File: src/shared/rx_gain_pkg.sv
// constants, register map and state codes of the receive gain control block
package rx_gain_pkg;

   // ----------------------------------------------------------------
   // register offsets
   // ----------------------------------------------------------------
   localparam logic [3:0] ADDR_CONF2      = 4'h0;
   localparam logic [3:0] ADDR_CONF3      = 4'h1;
   localparam logic [3:0] ADDR_CONF4      = 4'h2;
   localparam logic [3:0] ADDR_GAIN_STATE = 4'h3;
   localparam logic [3:0] ADDR_RSSI       = 4'h4;
   localparam logic [3:0] ADDR_CMD        = 4'h5;

   // ----------------------------------------------------------------
   // field positions
   // ----------------------------------------------------------------
   localparam int CONF2_AGC_EN  = 7;
   localparam int CONF2_AGC_M   = 6;
   localparam int CONF2_AGC_ALG = 5;
   localparam int CONF2_SQM_DYN = 4;
   localparam int CONF3_CLIP    = 1;
   localparam int CONF3_CAP     = 0;
   localparam int CMD_DEFAULT   = 0;
   localparam int CMD_RST_GAIN  = 1;
   localparam int CMD_SQUELCH   = 2;
   localparam int CMD_CLR_RSSI  = 3;
   localparam int CMD_PRESET    = 4;

   // ----------------------------------------------------------------
   // reset and preset values
   // ----------------------------------------------------------------
   localparam logic [7:0] CONF2_RESET  = 8'ha0;
   localparam logic [7:0] CONF3_RESET  = 8'h00;
   localparam logic [7:0] CONF4_RESET  = 8'h00;
   localparam logic [7:0] CONF2_P2P    = 8'ha0;
   localparam logic [7:0] CONF3_P2P    = 8'h03;

   // ----------------------------------------------------------------
   // gain code layout
   // ----------------------------------------------------------------
   localparam logic [3:0] CODE_MIN     = 4'h0;
   localparam logic [3:0] CODE_WIN_MAX = 4'h4;
   localparam logic [3:0] CODE_MAX     = 4'ha;
   localparam logic [2:0] WIN_MAX      = 3'h4;
   localparam logic [2:0] CAP_GAIN_RED = 3'h2;
   localparam logic [3:0] SQ_TRANS_LIM = 4'h2;
   localparam logic [3:0] AGC_PULSES   = 4'h8;
   localparam logic [3:0] RSSI_MAX     = 4'hd;

   // ----------------------------------------------------------------
   // timing
   // ----------------------------------------------------------------
   localparam int CLK_PERIOD_NS = 5;
   localparam int SQ_DELAY_NS   = 18880;
   localparam int SQ_PERIOD_NS  = 50000;
   localparam int AGC_HOLD_NS   = 1000;
   localparam int SQ_DELAY_CYC  = (SQ_DELAY_NS + CLK_PERIOD_NS - 1) / CLK_PERIOD_NS;
   localparam int SQ_PERIOD_CYC = (SQ_PERIOD_NS + CLK_PERIOD_NS - 1) / CLK_PERIOD_NS;
   localparam int AGC_HOLD_CYC  = (AGC_HOLD_NS + CLK_PERIOD_NS - 1) / CLK_PERIOD_NS;

   // ----------------------------------------------------------------
   // squelch sequencer states
   // ----------------------------------------------------------------
   typedef enum logic [2:0] {
      SQ_IDLE = 3'b001,
      SQ_WAIT = 3'b010,
      SQ_RUN  = 3'b100
   } sq_state_t;

endpackage

File: src/shared/rssi_if.sv
// signals between the gain controller and the signal strength peak holder
`timescale 1ns/1ps
`default_nettype none
interface rssi_if;
   logic             run;
   logic             clr;
   logic [1:0][3:0]  level;
   logic [1:0][3:0]  peak;

   modport ctrl (output run, output clr, output level, input peak);
   modport hold (input run, input clr, input level, output peak);
endinterface
`default_nettype wire

File: src/verilog/rssi_peak.sv
// peak hold of the signal strength code for both receive channels
`timescale 1ns/1ps
`default_nettype none
module rssi_peak #(
   parameter int CHANNELS = 2
) (
   input  wire logic clk,
   input  wire logic rst_n,
   rssi_if.hold      rif
);

   // ----------------------------------------------------------------
   // per channel peak hold
   // ----------------------------------------------------------------
   genvar ch;
   generate
      for (ch = 0; ch < CHANNELS; ch++) begin : g_ch
         logic [3:0] peak_q;
         logic [3:0] lvl;
         // codes above the top step are clipped so the display never exceeds it
         assign lvl = (rif.level[ch] > rx_gain_pkg::RSSI_MAX) ? rx_gain_pkg::RSSI_MAX
                                                              : rif.level[ch];
         always_ff @(posedge clk or negedge rst_n) begin
            if (!rst_n) begin
               peak_q <= 4'h0;
            end else if (rif.clr) begin
               peak_q <= 4'h0;
            end else if (rif.run && (lvl > peak_q)) begin
               peak_q <= lvl;
            end
         end
         assign rif.peak[ch] = peak_q;
      end
   endgenerate

endmodule
`default_nettype wire

File: src/verilog/rx_gain_ctrl.sv
// receiver gain, squelch and signal strength control with its registers
// How it works
// - digitizer window has five 3 dB settings, from loops or configuration four
// - eleven gain codes: 0 min window, four window steps, six gain cuts
// - squelch starts from the initial code in configuration four, the gain loop from 4h or the squelch code
// - falling receive-active latches the current code into the gain state register
// - squelch counts digitizer edges per 50 us; more than two steps gain
// - reset-receive-gain command clears accumulated squelch reduction
// - dynamic squelch starts 18.88 us after transmit end, ends on mask timer
// - squelch command accepted only while receive-active is low
// - gain loop starts on receive-active rise, resets when it falls
// - gain loop steps down while its wider comparator shows transitions
// - configuration two holds gain loop enable, mode and algorithm bits
// - mode bit: act all reception or first eight sub-carrier pulses only
// - algorithm bit: start from preset code 4h or from the squelch code, which starts at the initial code
// - reset state: loop enabled, whole reception, preset algorithm
// - signal strength measured while receive-active high, frozen while low
// - signal strength is peak hold, zeroed whenever the gain loop steps
// - signal strength is a 4-bit code of 2.8 dB steps, at most Dh
// - clear-signal-strength command zeroes and restarts the peak hold
// - clip bit in configuration three enables the limiting circuits
// - peer-to-peer gain cap forces -6 dB gain cut and maximum window
// - analog preset in active peer-to-peer mode loads the receiver settings
// - reset-receive-gain loads configuration four into the loop shadow registers
`timescale 1ns/1ps
`default_nettype none
module rx_gain_ctrl #(
   parameter int SQ_PERIOD_CYC = rx_gain_pkg::SQ_PERIOD_CYC
) (
   input  wire logic       core_clk,
   input  wire logic       rst_n,
   input  wire logic [3:0] addr,
   input  wire logic [7:0] wdata,
   input  wire logic       wr_en,
   input  wire logic       rd_en,
   output logic      [7:0] rdata,
   input  wire logic       rx_on,
   input  wire logic       tx_end,
   input  wire logic       mask_rx_expired,
   input  wire logic       active_p2p_mode,
   input  wire logic       dig_out,
   input  wire logic       agc_cmp_out,
   input  wire logic       subc_pulse,
   input  wire logic [3:0] rssi_am_level,
   input  wire logic [3:0] rssi_pm_level,
   output logic      [2:0] dig_window,
   output logic      [2:0] gain23_red,
   output logic      [3:0] gain_code,
   output logic            clip_en,
   output logic            peer_to_peer_gain_cap,
   output logic            squelch_active
);

   // ----------------------------------------------------------------
   // reset release
   // ----------------------------------------------------------------
   logic rst_s1_q;
   logic rst_s2_q;
   always_ff @(posedge core_clk or negedge rst_n) begin
      if (!rst_n) begin
         rst_s1_q <= 1'b0;
         rst_s2_q <= 1'b0;
      end else begin
         rst_s1_q <= 1'b1;
         rst_s2_q <= rst_s1_q;
      end
   end
   logic rst_int_n;
   assign rst_int_n = rst_s2_q;

   // ----------------------------------------------------------------
   // register writes and commands
   // ----------------------------------------------------------------
   logic [7:0] conf2_q;
   logic [7:0] conf3_q;
   logic [7:0] conf4_q;
   logic       cmd_wr;
   logic       soft_def;
   logic       rst_gain;
   logic       sq_cmd;
   logic       clr_rssi;
   logic       preset;
   assign cmd_wr   = wr_en && (addr == rx_gain_pkg::ADDR_CMD);
   assign soft_def = cmd_wr && wdata[rx_gain_pkg::CMD_DEFAULT];
   assign rst_gain = cmd_wr && wdata[rx_gain_pkg::CMD_RST_GAIN];
   assign sq_cmd   = cmd_wr && wdata[rx_gain_pkg::CMD_SQUELCH] && !rx_on;
   assign clr_rssi = cmd_wr && wdata[rx_gain_pkg::CMD_CLR_RSSI];
   // preset only has a defined target in active peer-to-peer mode
   assign preset   = cmd_wr && wdata[rx_gain_pkg::CMD_PRESET] && active_p2p_mode;

   always_ff @(posedge core_clk or negedge rst_int_n) begin
      if (!rst_int_n) begin
         conf2_q <= rx_gain_pkg::CONF2_RESET;
         conf3_q <= rx_gain_pkg::CONF3_RESET;
         conf4_q <= rx_gain_pkg::CONF4_RESET;
      end else if (soft_def) begin
         conf2_q <= rx_gain_pkg::CONF2_RESET;
         conf3_q <= rx_gain_pkg::CONF3_RESET;
         conf4_q <= rx_gain_pkg::CONF4_RESET;
      end else if (preset) begin
         conf2_q <= rx_gain_pkg::CONF2_P2P;
         conf3_q <= rx_gain_pkg::CONF3_P2P;
      end else if (wr_en) begin
         if (addr == rx_gain_pkg::ADDR_CONF2) begin
            conf2_q <= {wdata[7:4], 4'h0};
         end else if (addr == rx_gain_pkg::ADDR_CONF3) begin
            conf3_q <= {6'h00, wdata[1:0]};
         end else if (addr == rx_gain_pkg::ADDR_CONF4) begin
            conf4_q <= {4'h0, wdata[3:0]};
         end
      end
   end

   logic       agc_en;
   logic       agc_m;
   logic       agc_alg;
   logic       sqm_dyn;
   logic [3:0] init_code;
   assign agc_en   = conf2_q[rx_gain_pkg::CONF2_AGC_EN];
   assign agc_m    = conf2_q[rx_gain_pkg::CONF2_AGC_M];
   assign agc_alg  = conf2_q[rx_gain_pkg::CONF2_AGC_ALG];
   assign sqm_dyn  = conf2_q[rx_gain_pkg::CONF2_SQM_DYN];
   // out of range initial codes behave as the top code
   assign init_code = (conf4_q[3:0] > rx_gain_pkg::CODE_MAX) ? rx_gain_pkg::CODE_MAX
                                                             : conf4_q[3:0];

   // ----------------------------------------------------------------
   // input edges
   // ----------------------------------------------------------------
   logic rx_prev_q;
   logic dig_prev_q;
   logic agc_prev_q;
   always_ff @(posedge core_clk or negedge rst_int_n) begin
      if (!rst_int_n) begin
         rx_prev_q  <= 1'b0;
         dig_prev_q <= 1'b0;
         agc_prev_q <= 1'b0;
      end else begin
         rx_prev_q  <= rx_on;
         dig_prev_q <= dig_out;
         agc_prev_q <= agc_cmp_out;
      end
   end
   logic rx_rise;
   logic rx_fall;
   logic dig_edge;
   logic agc_edge;
   assign rx_rise  = rx_on && !rx_prev_q;
   assign rx_fall  = !rx_on && rx_prev_q;
   assign dig_edge = dig_out ^ dig_prev_q;
   assign agc_edge = agc_cmp_out ^ agc_prev_q;

   // ----------------------------------------------------------------
   // squelch sequencer
   // ----------------------------------------------------------------
   rx_gain_pkg::sq_state_t sq_state_q;
   logic [13:0] sq_cnt_q;
   logic [3:0]  sq_trans_q;
   logic [3:0]  sq_code_q;
   logic [3:0]  base_q;
   logic        period_end;
   logic        sq_step;
   assign period_end = (sq_state_q == rx_gain_pkg::SQ_RUN) &&
                       (sq_cnt_q == 14'(SQ_PERIOD_CYC - 1));
   assign sq_step    = period_end && (sq_trans_q > rx_gain_pkg::SQ_TRANS_LIM) &&
                       (sq_code_q < rx_gain_pkg::CODE_MAX);

   always_ff @(posedge core_clk or negedge rst_int_n) begin
      if (!rst_int_n) begin
         sq_state_q <= rx_gain_pkg::SQ_IDLE;
         sq_cnt_q   <= 14'h0000;
      end else if (soft_def) begin
         sq_state_q <= rx_gain_pkg::SQ_IDLE;
         sq_cnt_q   <= 14'h0000;
      end else begin
         case (sq_state_q)
            rx_gain_pkg::SQ_IDLE: begin
               sq_cnt_q <= 14'h0000;
               if (sq_cmd) begin
                  sq_state_q <= rx_gain_pkg::SQ_RUN;
               end else if (tx_end && sqm_dyn) begin
                  sq_state_q <= rx_gain_pkg::SQ_WAIT;
               end
            end
            rx_gain_pkg::SQ_WAIT: begin
               if (mask_rx_expired) begin
                  sq_state_q <= rx_gain_pkg::SQ_IDLE;
                  sq_cnt_q   <= 14'h0000;
               end else if (sq_cnt_q == 14'(rx_gain_pkg::SQ_DELAY_CYC - 1)) begin
                  sq_state_q <= rx_gain_pkg::SQ_RUN;
                  sq_cnt_q   <= 14'h0000;
               end else begin
                  sq_cnt_q <= sq_cnt_q + 14'h0001;
               end
            end
            rx_gain_pkg::SQ_RUN: begin
               if (mask_rx_expired) begin
                  sq_state_q <= rx_gain_pkg::SQ_IDLE;
                  sq_cnt_q   <= 14'h0000;
               end else if (period_end) begin
                  sq_cnt_q <= 14'h0000;
                  if (!sq_step) begin
                     sq_state_q <= rx_gain_pkg::SQ_IDLE;
                  end
               end else begin
                  sq_cnt_q <= sq_cnt_q + 14'h0001;
               end
            end
            default: begin
               sq_state_q <= rx_gain_pkg::SQ_IDLE;
               sq_cnt_q   <= 14'h0000;
            end
         endcase
      end
   end

   // edges counted per period, saturating since only "more than two" matters
   always_ff @(posedge core_clk or negedge rst_int_n) begin
      if (!rst_int_n) begin
         sq_trans_q <= 4'h0;
      end else if ((sq_state_q != rx_gain_pkg::SQ_RUN) || period_end) begin
         sq_trans_q <= 4'h0;
      end else if (dig_edge && (sq_trans_q <= rx_gain_pkg::SQ_TRANS_LIM)) begin
         sq_trans_q <= sq_trans_q + 4'h1;
      end
   end

   // shadow of the initial code and the squelch result
   always_ff @(posedge core_clk or negedge rst_int_n) begin
      if (!rst_int_n) begin
         base_q    <= rx_gain_pkg::CODE_MIN;
         sq_code_q <= rx_gain_pkg::CODE_MIN;
      end else if (soft_def) begin
         base_q    <= rx_gain_pkg::CODE_MIN;
         sq_code_q <= rx_gain_pkg::CODE_MIN;
      end else if (rst_gain) begin
         base_q    <= init_code;
         sq_code_q <= init_code;
      end else if (sq_step) begin
         sq_code_q <= sq_code_q + 4'h1;
      end
   end

   // ----------------------------------------------------------------
   // gain loop
   // ----------------------------------------------------------------
   logic [3:0]  pulse_cnt_q;
   logic [13:0] hold_q;
   logic        agc_run;
   logic        agc_step;
   logic        agc_step_q;
   logic [3:0]  agc_start;
   assign agc_run   = rx_on && rx_prev_q && agc_en && (hold_q == 14'h0000) &&
                      (!agc_m || (pulse_cnt_q < rx_gain_pkg::AGC_PULSES));
   assign agc_step  = agc_run && agc_edge &&
                      (gain_code < rx_gain_pkg::CODE_MAX);
   // preset start never lowers a code that squelch or the initial setting gave
   // squelch only ever raises its code above the shadowed initial code
   assign agc_start = (agc_alg && (sq_code_q < rx_gain_pkg::CODE_WIN_MAX)) ?
                      rx_gain_pkg::CODE_WIN_MAX :
                      ((sq_code_q < base_q) ? base_q : sq_code_q);

   always_ff @(posedge core_clk or negedge rst_int_n) begin
      if (!rst_int_n) begin
         pulse_cnt_q <= 4'h0;
      end else if (!rx_on) begin
         pulse_cnt_q <= 4'h0;
      end else if (subc_pulse && (pulse_cnt_q < rx_gain_pkg::AGC_PULSES)) begin
         pulse_cnt_q <= pulse_cnt_q + 4'h1;
      end
   end

   // settle time after each step so one overload does not cascade to the bottom
   always_ff @(posedge core_clk or negedge rst_int_n) begin
      if (!rst_int_n) begin
         hold_q <= 14'h0000;
      end else if (!rx_on) begin
         hold_q <= 14'h0000;
      end else if (agc_step) begin
         hold_q <= 14'(rx_gain_pkg::AGC_HOLD_CYC);
      end else if (hold_q != 14'h0000) begin
         hold_q <= hold_q - 14'h0001;
      end
   end

   always_ff @(posedge core_clk or negedge rst_int_n) begin
      if (!rst_int_n) begin
         agc_step_q <= 1'b0;
      end else begin
         agc_step_q <= agc_step;
      end
   end

   // ----------------------------------------------------------------
   // live gain code and latched state
   // ----------------------------------------------------------------
   logic [3:0] gain_state_q;
   always_ff @(posedge core_clk or negedge rst_int_n) begin
      if (!rst_int_n) begin
         gain_code <= rx_gain_pkg::CODE_MIN;
      end else if (!rx_on || soft_def) begin
         gain_code <= soft_def ? rx_gain_pkg::CODE_MIN : sq_code_q;
      end else if (rx_rise) begin
         gain_code <= agc_en ? agc_start : sq_code_q;
      end else if (agc_step) begin
         gain_code <= gain_code + 4'h1;
      end
   end

   always_ff @(posedge core_clk or negedge rst_int_n) begin
      if (!rst_int_n) begin
         gain_state_q <= rx_gain_pkg::CODE_MIN;
      end else if (soft_def) begin
         gain_state_q <= rx_gain_pkg::CODE_MIN;
      end else if (rx_fall) begin
         gain_state_q <= gain_code;
      end
   end

   // ----------------------------------------------------------------
   // analog settings
   // ----------------------------------------------------------------
   always_ff @(posedge core_clk or negedge rst_int_n) begin
      if (!rst_int_n) begin
         dig_window            <= 3'h0;
         gain23_red            <= 3'h0;
         clip_en               <= 1'b0;
         peer_to_peer_gain_cap <= 1'b0;
         squelch_active        <= 1'b0;
      end else begin
         clip_en               <= conf3_q[rx_gain_pkg::CONF3_CLIP];
         peer_to_peer_gain_cap <= conf3_q[rx_gain_pkg::CONF3_CAP];
         squelch_active        <= (sq_state_q == rx_gain_pkg::SQ_RUN);
         if (conf3_q[rx_gain_pkg::CONF3_CAP]) begin
            dig_window <= rx_gain_pkg::WIN_MAX;
            gain23_red <= rx_gain_pkg::CAP_GAIN_RED;
         end else if (gain_code > rx_gain_pkg::CODE_WIN_MAX) begin
            dig_window <= rx_gain_pkg::WIN_MAX;
            gain23_red <= 3'(gain_code - rx_gain_pkg::CODE_WIN_MAX);
         end else begin
            dig_window <= gain_code[2:0];
            gain23_red <= 3'h0;
         end
      end
   end

   // ----------------------------------------------------------------
   // signal strength
   // ----------------------------------------------------------------
   rssi_if rif ();
   assign rif.run      = rx_on;
   assign rif.clr      = rx_rise || agc_step_q || clr_rssi || soft_def;
   assign rif.level[0] = rssi_am_level;
   assign rif.level[1] = rssi_pm_level;

   rssi_peak #(
      .CHANNELS (2)
   ) u_rssi (
      .clk   (core_clk),
      .rst_n (rst_int_n),
      .rif   (rif.hold)
   );

   // ----------------------------------------------------------------
   // read port
   // ----------------------------------------------------------------
   always_ff @(posedge core_clk or negedge rst_int_n) begin
      if (!rst_int_n) begin
         rdata <= 8'h00;
      end else if (!rd_en) begin
         rdata <= 8'h00;
      end else if (addr == rx_gain_pkg::ADDR_CONF2) begin
         rdata <= conf2_q;
      end else if (addr == rx_gain_pkg::ADDR_CONF3) begin
         rdata <= conf3_q;
      end else if (addr == rx_gain_pkg::ADDR_CONF4) begin
         rdata <= conf4_q;
      end else if (addr == rx_gain_pkg::ADDR_GAIN_STATE) begin
         rdata <= {4'h0, gain_state_q};
      end else if (addr == rx_gain_pkg::ADDR_RSSI) begin
         rdata <= {rif.peak[0], rif.peak[1]};
      end else begin
         rdata <= 8'h00;
      end
   end

endmodule
`default_nettype wire

File: config.mk
export PLATFORM = sky130hd
export DESIGN_NAME = rx_gain_ctrl
export DESIGN_NICKNAME = d
export VERILOG_FILES = /design/src/shared/rx_gain_pkg.sv /design/src/shared/rssi_if.sv /design/src/verilog/rssi_peak.sv /design/src/verilog/rx_gain_ctrl.sv
export SDC_FILE = /design/constraint.sdc
export NUM_CORES = 1
export LEC_CHECK = 0
export BUFFER_PORTS_ARGS = -buffer_cell sky130_fd_sc_hd__buf_2
export CAP_MARGIN = 20
export CORE_ASPECT_RATIO = 2
export CORE_MARGIN = 2
export CORE_UTILIZATION = 50
export DETAILED_ROUTE_END_ITERATION = 6
export GPL_TIMING_DRIVEN = 0
export PLACE_DENSITY_LB_ADDON = 0.25
export SYNTH_ARGS = -nofsm -noshare
export SYNTH_HDL_FRONTEND = slang
export SYNTH_SLANG_ARGS = --single-unit
File: constraint.sdc
create_clock -name core_clk -period 3.9 [get_ports core_clk]
set_clock_uncertainty 0.2 [all_clocks]
set_input_delay 0 -clock core_clk [delete_from_list [all_inputs] [get_ports core_clk]]
set_output_delay 0 -clock core_clk [all_outputs]
set_load 0.01 [all_outputs]
==> metrics.yaml, run 1 <==
yosys:
  postSynthRegisterBits: 96
  synth_cell_type_count: 69
  synth_enable_flop_cells: 0
  synth.yosys.seq_area_share_pct: 47.4
  synth.top_cells.by_area: "sky130_fd_sc_hd__dfrtp_1 46%, sky130_fd_sc_hd__ha_1 4.7%, sky130_fd_sc_hd__nand2_1 4.1%"
  synth_largest_area_cell: "sky130_fd_sc_hd__dfrtp_1"
  synth-async-reset-ratio_pct: 100
  syn-mean-instance-area_um2: 9.91
  netlist_area_mm2: 0.00507
  yosys_most_used_dff: "sky130_fd_sc_hd__dfrtp_1"
  syn_inst: 512
  net_count_after_synthesis: 562
  total_number_of_yosys_warnings: 0
  synth_top_area_share_pct: 45.9
detailed_routing:
  finalWirelength_um: 12200
  post_drt_via_cell_ratio: 5.57
  drc_errors: 0
  dr.pass1.iters: 4
  dr_total_vias: 4165
  drt-initial-drc-count: 240
  avgRoutedWirePerCell_um: 16.3
  final_antenna_net_count: 0
clock_network:
  cts_inserted_buffers: 9
  clock_path_buffers: 2
  cts_htree_levels: 3
  worst_skew_pair.late_latency_ps: 350
  cts_root_buffer: "sky130_fd_sc_hd__clkbuf_16"
  cts_tree: "built"
  clock_transition_time_at_the_flip_flop_clock_pins_of_the_worst_setup_and_hold_paths_ps: 70
  numClockSinks: 96
  cts_post_setup_buffers_inserted: 0
min_path:
  min_from: "active_p2p_mode"
  hold-path-endpoint: "conf3_q[1]"
  min_path_type: "in2reg"
  timing.hold.worst_path_depth: 4
grt:
  grt_antenna_before_repair: 0
  grt_pass1_vias: 4388
  grt_util_all_layers_pct: 23.8
  global_route_wire_length_before_repair_um: 20300
  grt.overflow.total: 0
  pin_count_of_the_biggest_net_entering_global_routing: 58
sta:
  final-hold-violation-count: 0
  layout_min_cycle_time_ps: 2470
  max_freq_mhz: 405
  relSlewSlack_pct: 47.1
  post-route-period-util_pct: 63.3
  worstMarginPinSlew_ps: 783
  maxSlewViolCount: 0
  rsz_0062_raised_after_global_routing: "no"
  final-setup-viol-count: 0
  hold_ws_ps: 20.6
final_layout:
  finalCoreUtilization_pct: 61.6
  areaGrowthSynthToFinish_pct: 21.7
  drive_above_1_share_pct: 16.2
  antenna-diode-count: 0
  filler_cell_count: 869
  finish.cell_count_without_fillers: 748
  final_area_mm2: 0.00617
  layout.nets: 659
place:
  post_dp_cell_area_mm2: 0.00552
  dpl.hpwl_um: 8910
  numPortBuffers: 49
  placed_cells: 697
  place_congestion: 0.880
power:
  design_power_total_mw: 3.17
  power_density_mw_per_mm2: 513
  worst_vdd_ir_mv: 0.331
  p_leak_nw: 2.77
floorplan:
  placeableCoreArea_mm2: 0.0100
  die_width_um: 75.2
  start_util_pct: 50.6
  die_height_um: 146
  die_area_mm2: 0.0110
  placement_rows: 52
  i_o_pin_count: 52
critical_path:
  cp-start-kind: "input port"
  worst_r2r_endpoint: "gain_code[3]"
  timing.rr.start: "hold_q[0]"
  worst_ep_required_time_ps: 3930
  ff2ff_setup_slack_ps: 1570
  timing.critical_path.fanout_max: 8
  cp_data_arrival_time_ps: 2500
  crit_path_end_kind: "register"
  reg2regPathDepth: 7
  timing.setup.critical_path_class: "in2reg"
job:
  drv.max_cap_violation_count: 0
outcome:
  run_status: "finished clean"
==> how the worst max path moves through the flow <==
stage,slack (ps),to,cells after the start,startpoint
floorplan,830,agc_prev_q,0,rst_int_n
global placement,-200,gain_code[1],0,rst_int_n
detailed placement,1590,gain_code[3],7,hold_q[0]
CTS,1490,conf2_q[6],6,addr[1]
global route,1310,conf3_q[0],6,addr[1]
finish,1430,conf2_q[4],6,addr[1]
==> cell usage in the layout, fill, tap and decap left out, drive strengths merged, types with 11 or more instances in the layout <==
cell         count
dfrtp           93
nand2           56
buf             55
nor2            52
dlygate4sd3     36
inv             27
o21ai           27
a21oi           25
clkbuf          23
mux2i           20
ha              19
xnor2           17
nand3           16
xor2            11
==> power by group <==
part | total (mW) | switching (mW) | internal, mW
Combinational | 0.910 | 0.482 | 0.428
Sequential | 1.38 | 0.207 | 1.18
Clock | 0.873 | 0.378 | 0.495
==> area by class of cell <==
cell class / instances / area, um2 / share of cell area, %
Clock inverter: 6 / 68.8 / 1.11
Clock buffer: 9 / 225 / 3.65
Multi-Input combinational cell: 371 / 2480 / 40.3
Inverter: 26 / 97.6 / 1.58
Sequential cell: 96 / 2410 / 39.0
Buffer: 19 / 83.8 / 1.36
Tap cell: 135 / 169 / 2.74
Timing Repair Buffer: 86 / 633 / 10.3
==> timing repair <==
| item | in CTS | in global routing |
|---|---|---|
| hold endpoints to repair | 59 | 0 |
| gates resized for setup | 0 | 0 |
| hold buffers | 36 | 0 |
==> cell families after synthesis <==
| family | Yosys count | share of synthesized area, % |
|---|---|---|
| other | 1 | 0.0739 |
| xor gates and xnor gates | 28 | 4.83 |
| muxes | 22 | 4.39 |
| DFF | 96 | 47.4 |
| AOI/OAI and AO/OA | 102 | 13.6 |
| and+or+nand+nor | 199 | 21.4 |
| adders and majority gates | 19 | 4.69 |
| buffers and inverters | 45 | 3.58 |
==> cell usage after synthesis (3+ instances only) <==
library cell               instances
sky130_fd_sc_hd__dfrtp_1          93
sky130_fd_sc_hd__o21ai_0          24
sky130_fd_sc_hd__nand2b_1          8
sky130_fd_sc_hd__buf_2             4
sky130_fd_sc_hd__xnor2_1          17
sky130_fd_sc_hd__a22oi_1           7
sky130_fd_sc_hd__mux2i_1          20
sky130_fd_sc_hd__a31oi_1           6
sky130_fd_sc_hd__nand2_1          55
sky130_fd_sc_hd__nor2b_1           9
sky130_fd_sc_hd__and3_1            4
sky130_fd_sc_hd__o211ai_1          3
sky130_fd_sc_hd__nor3_1            6
sky130_fd_sc_hd__o211a_1           4
sky130_fd_sc_hd__ha_1             19
sky130_fd_sc_hd__and2_1            5
sky130_fd_sc_hd__o22a_1            3
sky130_fd_sc_hd__o31ai_1           3
sky130_fd_sc_hd__o21ai_1           3
sky130_fd_sc_hd__inv_1            26
sky130_fd_sc_hd__clkbuf_1         14
sky130_fd_sc_hd__a21oi_1          25
sky130_fd_sc_hd__a32o_1            3
sky130_fd_sc_hd__and4_1            3
sky130_fd_sc_hd__or2_2             4
sky130_fd_sc_hd__nor2_1           50
sky130_fd_sc_hd__o21a_1            4
sky130_fd_sc_hd__nand4_1           8
sky130_fd_sc_hd__nand3_1          16
sky130_fd_sc_hd__dfstp_2           3
sky130_fd_sc_hd__nor3b_1           4
sky130_fd_sc_hd__xor2_1           11
==> critical path, cell delays in order <==
cell                            delay, ps
sky130_fd_sc_hd__dlygate4sd3_1        540
sky130_fd_sc_hd__clkbuf_1             200
sky130_fd_sc_hd__nor4_2               650
sky130_fd_sc_hd__o21ai_0              280
sky130_fd_sc_hd__a32o_1               260
sky130_fd_sc_hd__dlygate4sd3_1        560
==> metal layers <==
| metal | track usage, % | part of all wire (%) | vias to the layer above |
|---|---|---|---|
| li1 | - | - | 1992 |
| met1 | 26.1 | 37 | 2053 |
| met2 | 42.8 | 57 | 94 |
| met3 | 4.42 | 2.7 | 26 |
| met4 | 10.0 | 2.9 | 0 |
| met5 | 0 | 0 | - |
==> registers in the layout, indices dropped and copies added (netlist names), 3 cells and up <==
signal,cells
gain_code,4
hold_q,14
base_q,4
gain23_red,3
u_rssi.g_ch.peak_q,8
dig_window,3
sq_code_q,4
pulse_cnt_q,4
conf4_q,4
sq_cnt_q,14
sq_trans_q,4
conf2_q,4
gain_state_q,4
rdata,8
sq_state_q,3
==> metrics by stage <==
| step | worst slack, ps | setup TNS [ps] |
|---|---|---|
| finish | 1430 | 0 |
| global route | 1310 | 0 |
| floorplan | 833 | 0 |
| CTS | 1490 | 0 |
| detailed placement | 1590 | 0 |
| global placement | -201 | -17900 |
No activity file was read; power rests on OpenSTA's default activity.
==> run 2, diff against run 1 <==
--- a/config.mk
+++ b/config.mk
@@ -5,6 +5,7 @@
 export SDC_FILE = /design/constraint.sdc
 export NUM_CORES = 1
 export LEC_CHECK = 0
+export ABC_AREA = 1
 export BUFFER_PORTS_ARGS = -buffer_cell sky130_fd_sc_hd__buf_2
 export CAP_MARGIN = 20
 export CORE_ASPECT_RATIO = 2
==> constraint.sdc (replaced) <==
create_clock -name core_clk -period 2.1 [get_ports core_clk]
set_clock_uncertainty 0.2 [all_clocks]
set_input_delay 0 -clock core_clk [delete_from_list [all_inputs] [get_ports core_clk]]
set_output_delay 0 -clock core_clk [all_outputs]
set_load 0.01 [all_outputs]
==> run 2 against run 1 <==
Compared with the run above: largest power group unchanged; clock-buffer cell count rose by 2; register-to-register slack worse by 1400 ps; critical path type is now reg2reg; synthesized cell count rose by 34%; clock power up 100%; total power increased by 100%.
==> metrics.yaml, run 2 <==
grt:
  pin_count_of_the_biggest_net_entering_global_routing: 61  # +5.2%
  grt_util_all_layers_pct: 24.3  # +0.49 points
  grt_pass1_vias: 4890  # +11%
  grt.overflow.total: 0  # unchanged
  grt_antenna_before_repair: 0  # unchanged
  global_route_wire_length_before_repair_um: 22000  # +8.6%
yosys:
  total_number_of_yosys_warnings: 0  # unchanged
  yosys_most_used_dff: "sky130_fd_sc_hd__dfrtp_1"
  net_count_after_synthesis: 735  # +31%
  post-synth-top-count-cell: "sky130_fd_sc_hd__nand2_1"
  synth_largest_area_cell: "sky130_fd_sc_hd__dfrtp_1"
  postSynthRegisterBits: 96  # unchanged
  netlist_top_cells_count: "150 x sky130_fd_sc_hd__nand2_1, 104 x sky130_fd_sc_hd__inv_1, 93 x sky130_fd_sc_hd__dfrtp_1, 90 x sky130_fd_sc_hd__nor2_1, 48 x sky130_fd_sc_hd__nand3_1"
  synth_cell_type_count: 44  # -36%
  synth.yosys.seq_area_share_pct: 45.4  # -2.1 points
  synth_enable_flop_cells: 0  # unchanged
  netlist_area_mm2: 0.00530  # +4.6%
  synth.top_cells.by_area: "sky130_fd_sc_hd__dfrtp_1 44%, sky130_fd_sc_hd__nand2_1 11%, sky130_fd_sc_hd__inv_1 7.4%"
  synth-async-reset-ratio_pct: 100  # unchanged
  syn_inst: 685  # +34%
  synth_top_area_share_pct: 43.9  # -2.0 points
  syn-mean-instance-area_um2: 7.74  # -22%
place:
  dpl.hpwl_um: 9780  # +9.8%
  place_congestion: 0.908  # +3.2%
  post_dp_cell_area_mm2: 0.00576  # +4.4%
  placed_cells: 874  # +25%
  numPortBuffers: 51  # +4.1%
final_layout:
  mostFrequentLayoutCell: "sky130_fd_sc_hd__nand2_1"
  reg_top3: "hold_q (14), sq_cnt_q (14)"
  antenna-diode-count: 0  # unchanged
  areaGrowthSynthToFinish_pct: 21.2
  mostFrequentLayoutCells: "149 x sky130_fd_sc_hd__nand2_1, 103 x sky130_fd_sc_hd__inv_1, 92 x sky130_fd_sc_hd__dfrtp_1"
  drive_above_1_share_pct: 13.8  # -2.4 points
  layout.nets: 830  # +26%
  filler_cell_count: 917  # +5.5%
  final_area_mm2: 0.00643  # +4.2%
  finish.cell_count_without_fillers: 922  # +23%
detailed_routing:
  post_drt_via_cell_ratio: 5.20  # -6.5%
  final_antenna_net_count: 0  # unchanged
  dr_total_vias: 4799  # +15%
  drt-initial-drc-count: 221  # -7.9%
  drc_errors: 0  # unchanged
  avgRoutedWirePerCell_um: 14.1  # -13%
  finalWirelength_um: 13000  # +6.7%
  dr.pass1.iters: 4  # unchanged
sta:
  final-hold-violation-count: 0  # unchanged
  max_freq_mhz: 517
  setup-tns-final_ps: 0  # unchanged
  maxSlewViolCount: 0  # unchanged
  post-route-period-util_pct: 92.2
  hold_ws_ps: 102  # +81.4 ps
  worstMarginPinSlew_ps: 622  # -160 ps
  rsz_0062_raised_after_global_routing: "no"
  final-setup-viol-count: 0  # unchanged
  relSlewSlack_pct: 58.2  # +11 points
  layout_min_cycle_time_ps: 1940
outcome:
  run_status: "finished clean"
critical_path:
  cp_data_arrival_time_ps: 1970  # -530 ps
  timing.critical_path.fanout_max: 6  # -2
  timing.rr.start: "sq_trans_q[0]"
  cp-start-kind: "register"
  ff2ff_setup_slack_ps: 160  # -1410 ps
  timing.setup.critical_path_class: "reg2reg"
  worst_r2r_endpoint: "sq_code_q[3]"
  reg2regPathDepth: 9  # +2
  worst_ep_required_time_ps: 2140  # -1790 ps
  crit_path_end_kind: "register"
clock_network:
  worst_skew_pair.late_latency_ps: 350  # about the same
  cts_tree: "built"
  cts_post_setup_buffers_inserted: 0  # unchanged
  cts_root_buffer: "sky130_fd_sc_hd__clkbuf_16"
  clock_transition_time_at_the_flip_flop_clock_pins_of_the_worst_setup_and_hold_paths_ps: 70  # about the same
  clock_path_buffers: 2  # unchanged
  cts_htree_levels: 3  # unchanged
  cts_inserted_buffers: 9  # unchanged
  numClockSinks: 96  # unchanged
floorplan:
  die_area_mm2: 0.0115  # +4.4%
  placeableCoreArea_mm2: 0.0104  # +3.9%
  start_util_pct: 50.9  # +0.32 points
  placement_rows: 53  # +1.9%
  die_width_um: 76.8  # +2.1%
  die_height_um: 150  # +2.2%
  i_o_pin_count: 52  # unchanged
job:
  drv.max_cap_violation_count: 0  # unchanged
power:
  power_density_mw_per_mm2: 994  # +94%
  worst_vdd_ir_mv: 0.629  # +90%
  design_power_total_mw: 6.39  # +100%
  p_leak_nw: 3.27  # +18%
min_path:
  min_path_type: "reg2async"
-- run 2: cell count changes in the layout (fill, tap and decap cells not counted), moves of 7 or more --
cell / change
sky130_fd_sc_hd__nand2_1: +94
sky130_fd_sc_hd__inv_1: +77
sky130_fd_sc_hd__nor2_1: +37
sky130_fd_sc_hd__nand3_1: +32
sky130_fd_sc_hd__mux2i_1: -20
sky130_fd_sc_hd__o21ai_0: +20
sky130_fd_sc_hd__xnor2_1: -14
sky130_fd_sc_hd__a21oi_1: +12
sky130_fd_sc_hd__clkbuf_1: -9
sky130_fd_sc_hd__nor2b_1: -9
sky130_fd_sc_hd__nand2b_1: -8
sky130_fd_sc_hd__a22oi_1: -7
sky130_fd_sc_hd__nor3_1: +7
-- run 2: routing by layer --
metal	vias to the layer above	global-route usage [%]	share of wire, %	wire (um)
met4	0	14.6	4.7	606
met5	-	0	0	0
met3	38	3.26	2.5	324
li1	2370	-	-	-
met1	2299	24.2	35	4590
met2	92	46.7	58	7480
-- run 2: how the worst max path moves through the flow --
stage                   from           end  depth (start not counted)
3_3_place_gp       rst_int_n   sq_cnt_q[0]                          0
5_1_grt            hold_q[2]    hold_q[11]                          7
3_5_place_dp   sq_trans_q[0]  sq_code_q[3]                          9
4_1_cts        sq_trans_q[0]  sq_code_q[3]                          9
2_1_floorplan      rst_int_n    agc_prev_q                          0
6_report       sq_trans_q[0]  sq_code_q[3]                          9
-- run 2: layout make-up --
type	instances	area, um2	area share (%)
inverters	105	394	6.13
well taps	137	171	2.67
multi-input cells	474	2470	38.5
flip-flops and latches	96	2410	37.5
clock inverters	5	80.1	1.25
repair buffers	84	603	9.38
clock buffers	11	243	3.78
plain buffers	10	53.8	0.837
-- run 2: worst max-delay path, stage by stage, from the launching register on --
cell and delay, ps:
sky130_fd_sc_hd__dfrtp_1 420, sky130_fd_sc_hd__inv_1 70, sky130_fd_sc_hd__ha_1 130, sky130_fd_sc_hd__inv_1 40, sky130_fd_sc_hd__a21oi_2 270, sky130_fd_sc_hd__nor3_2 100
sky130_fd_sc_hd__nor2_1 300, sky130_fd_sc_hd__inv_1 150, sky130_fd_sc_hd__nand2_1 90, sky130_fd_sc_hd__nand2_1 50
-- run 2: kinds of logic after synthesis --
family,count (synthesis),share of synthesized area (%)
xor+xnor,18,2.97
other cells,1,0.0707
compound gates,99,10.2
flops,96,45.4
simple gates,337,28.4
fa+ha+maj,19,4.48
buf+inv,115,8.45
-- run 2: report_power, final --
| group | switching [mW] | internal (mW) | total (mW) | leakage, nW |
|---|---|---|---|---|
| clock | 0.688 | 1.07 | 1.76 | 0.152 |
| sequential | 0.366 | 2.22 | 2.59 | 1.25 |
| combinational | 1.27 | 0.774 | 2.04 | 1.87 |
| total | 2.32 | 4.07 | 6.39 | 3.27 |
-- run 2: per-stage QoR --
step	setup WS [ps]	util, %
2_1_floorplan	288	-
3_3_place_gp	-230	55.1
3_5_place_dp	50.7	55.3
4_1_cts	30.9	61.5
5_1_grt	5.90	61.7
6_report	164	61.7
-- run 2: timing repair --
action                                  in CTS  in global routing
hold buffers                                32                  0
endpoints found under the setup margin       0                 25
endpoints found under the hold margin       55                  0
gates resized for setup                      0                  9
==> run 3, diff against run 2 <==
--- a/config.mk
+++ b/config.mk
@@ -5,7 +5,6 @@
 export SDC_FILE = /design/constraint.sdc
 export NUM_CORES = 1
 export LEC_CHECK = 0
-export ABC_AREA = 1
 export BUFFER_PORTS_ARGS = -buffer_cell sky130_fd_sc_hd__buf_2
 export CAP_MARGIN = 20
 export CORE_ASPECT_RATIO = 2
==> run 3 against run 2 <==
Compared with the run above: die area shrank 4.2%; wire length fell by 1.7%; largest cell class unchanged; critical path type unchanged; sequential share of layout area shrank 0.17 points; non-clock buffer count increased by 32; utilization grew 2.8 points; cell count fell by 17%; the run now ends with setup timing left; maximum frequency decreased by 10%; critical endpoint is now sq_cnt_q[12]; final area is 0.62% higher; total power shrank 4.6%; register-to-register slack worse by 230 ps; global-route usage is 0.29 points higher; setup slack worse by 230 ps.
==> metrics.yaml, run 3 (synthesis gave the netlist of run 1 again) <==
outcome:
  run_status: "complete, but fails checks"
  violated_checks: "setup timing"
critical_path:
  cp-start-kind: "register"
  timing.setup.critical_path_class: "reg2reg"
  critical-path-top-delay-family: "simple AND/OR/NAND/NOR gates"
  cp_data_arrival_time_ps: 2190  # +220 ps
  worstPathBufferInverterCount: 2  # -1
  timing.rr.start: "sq_cnt_q[4]"
  cp_num_cells: 7  # -2
  crit_path_end: "sq_cnt_q[12]"
  reg2regPathDepth: 7  # -2
  crit_path_top_delay_cell: "sky130_fd_sc_hd__or4b_4"
  cell_by_cell_listing_of_the_critical_path: "or4b_4, nor4_4, buf_4, or2b_4, a211o_4, clkbuf_16, nor2_2"
  ff2ff_setup_slack_ps: -60  # -230 ps
  delay_of_the_slowest_cell_on_the_worst_path_ps: 560  # +140 ps
  timing.critical_path.from: "sq_cnt_q[4]"
  worst_ep_required_time_ps: 2130  # about the same
  worst_r2r_endpoint: "sq_cnt_q[12]"
  crit_path_end_kind: "register"
  timing.critical_path.fanout_max: 5  # -1
floorplan:
  die_width_um: 75.2  # -2.1%
  placeableCoreArea_mm2: 0.0100  # -3.8%
  die_height_um: 146  # -2.1%
  i_o_pin_count: 52  # unchanged
  start_util_pct: 50.6  # -0.32 points
  die_area_mm2: 0.0110  # -4.2%
  placement_rows: 52  # -1.9%
power:
  worst_vdd_ir_mv: 0.501  # -20%
  power_density_mw_per_mm2: 943  # -5.2%
  design_power_total_mw: 6.10  # -4.6%
  p_leak_nw: 2.89  # -11%
sta:
  layout_min_cycle_time_ps: 2160  # +227 ps
  relSlewSlack_pct: 46.0  # -12 points
  worstMarginPinSlew_ps: 799  # +177 ps
  maxSlewViolCount: 0  # unchanged
  layout_setup_ws_ps: -62.8  # -227 ps
  final-setup-viol-count: 17  # +17
  post-route-period-util_pct: 103  # +11 points
  max_freq_mhz: 462  # -10%
  final-hold-violation-count: 0  # unchanged
  hold_ws_ps: 6.45  # -95.5 ps
  rsz_0062_raised_after_global_routing: "yes"
clock_network:
  cts_inserted_buffers: 9  # unchanged
  cts_tree: "built"
  clock_path_buffers: 2  # unchanged
  clock_transition_time_at_the_flip_flop_clock_pins_of_the_worst_setup_and_hold_paths_ps: 70  # about the same
  cts_root_buffer: "sky130_fd_sc_hd__clkbuf_16"
  cts_htree_levels: 3  # unchanged
  numClockSinks: 96  # unchanged
  worst_skew_pair.late_latency_ps: 340  # about the same
detailed_routing:
  drc_errors: 0  # unchanged
  finalWirelength_um: 12800  # -1.7%
  drt-initial-drc-count: 232  # +5.0%
  dr_total_vias: 4285  # -11%
  final_antenna_net_count: 0  # unchanged
  post_drt_via_cell_ratio: 5.57  # +7.1%
  avgRoutedWirePerCell_um: 16.6  # +18%
  dr.pass1.iters: 4  # unchanged
final_layout:
  areaGrowthSynthToFinish_pct: 27.5
  antenna-diode-count: 0  # unchanged
  mostFrequentLayoutCells: "89 x sky130_fd_sc_hd__dfrtp_1, 54 x sky130_fd_sc_hd__nand2_1, 53 x sky130_fd_sc_hd__buf_2"
  drive_above_1_share_pct: 22.7  # +9.0 points
  finish.cell_count_without_fillers: 769  # -17%
  mostFrequentLayoutCell: "sky130_fd_sc_hd__dfrtp_1"
  layout.nets: 680  # -18%
  reg_top3: "hold_q (14), sq_cnt_q (14)"
place:
  placed_cells: 697  # -20%
  dpl.hpwl_um: 8930  # -8.7%
  place_worst_setup_slack_ps: -215  # -265 ps
  numPortBuffers: 49  # -3.9%
  place_congestion: 0.906  # -0.21%
grt:
  grt_pass1_vias: 4467  # -8.7%
  grt_antenna_before_repair: 0  # unchanged
  grt_util_all_layers_pct: 24.6  # +0.29 points
  pin_count_of_the_biggest_net_entering_global_routing: 51  # -16%
  global_route_wire_length_before_repair_um: 20900  # -5.2%
  grt.overflow.total: 0  # unchanged
job:
  drv.max_cap_violation_count: 0  # unchanged
min_path:
  min_path_type: "in2reg"
## run 3: cell count changes in the layout (fill, tap and decap cells not counted), sizes merged, moves of 19 or more
cell   delta
nand2    -99
inv      -77
o21ai    -19
nor2     -43
mux2i    +20
nand3    -35
## run 3: layout make-up
cell class	instances	area, um2
repair buffers	108	821
fillers	837	3550
clock inverters	5	40.0
inverters	26	97.6
flip-flops and latches	96	2410
plain buffers	18	83.8
clock buffers	10	239
multi-input cells	371	2610
well taps	135	169
## run 3: worst reg2reg max path, delay by kind of cell, from the launching register on
kind | cells | cell delay (ps)
AO/OA/AOI/OAI | 1 | 170
buffers and inverters | 2 | 320
flip-flops | 1 | 410
AND/OR/NAND/NOR | 4 | 940
## run 3: report_power, final
group / total [mW] / switching (mW) / internal, mW / leakage [nW]
registers: 2.58 / 0.390 / 2.19 / 1.24
clock network: 1.55 / 0.712 / 0.837 / 0.128
logic: 1.97 / 1.03 / 0.943 / 1.53
total: 6.10 / 2.13 / 3.97 / 2.89
## run 3: metrics by stage
stage | TNS (ps) | area [um2] | util, %
global route | -1540 | 6470 | 64.6
finish | -647 | 6470 | 64.6
global placement | -23890 | 5490 | 54.8
detailed placement | -3430 | 5510 | 55.0
floorplan | 0 | 5070 | -
CTS | -2700 | 6340 | 63.3
## run 3: routing by layer
layer	part of all wire, %	up-vias	wire [um]	global-route usage [%]
li1	-	2048	-	-
met1	37	2114	4690	26.9
met2	58	92	7350	44.3
met3	2.7	31	341	3.59
met4	3.1	0	393	11.6
met5	0	-	0	0
## run 3: worst min path at each step
stage | depth (start not counted) | endpoint | startpoint
floorplan | 0 | rst_int_n | rst_n
global placement | 1 | rst_s1_q | rst_n
detailed placement | 1 | rst_s1_q | rst_n
CTS | 4 | rdata[2] | addr[3]
global route | 4 | rdata[2] | addr[2]
finish | 4 | rdata[2] | addr[2]
## run 3: what timing repair did
action | 4_1_cts | 5_1_grt
setup endpoints to repair | 27 | 45
gates resized for setup | 20 | 20
gates cloned | 0 | 1
setup buffers | 13 | 6
pin swaps | 15 | 8
endpoints found under the hold margin | 58 | 2
hold buffers | 38 | 1
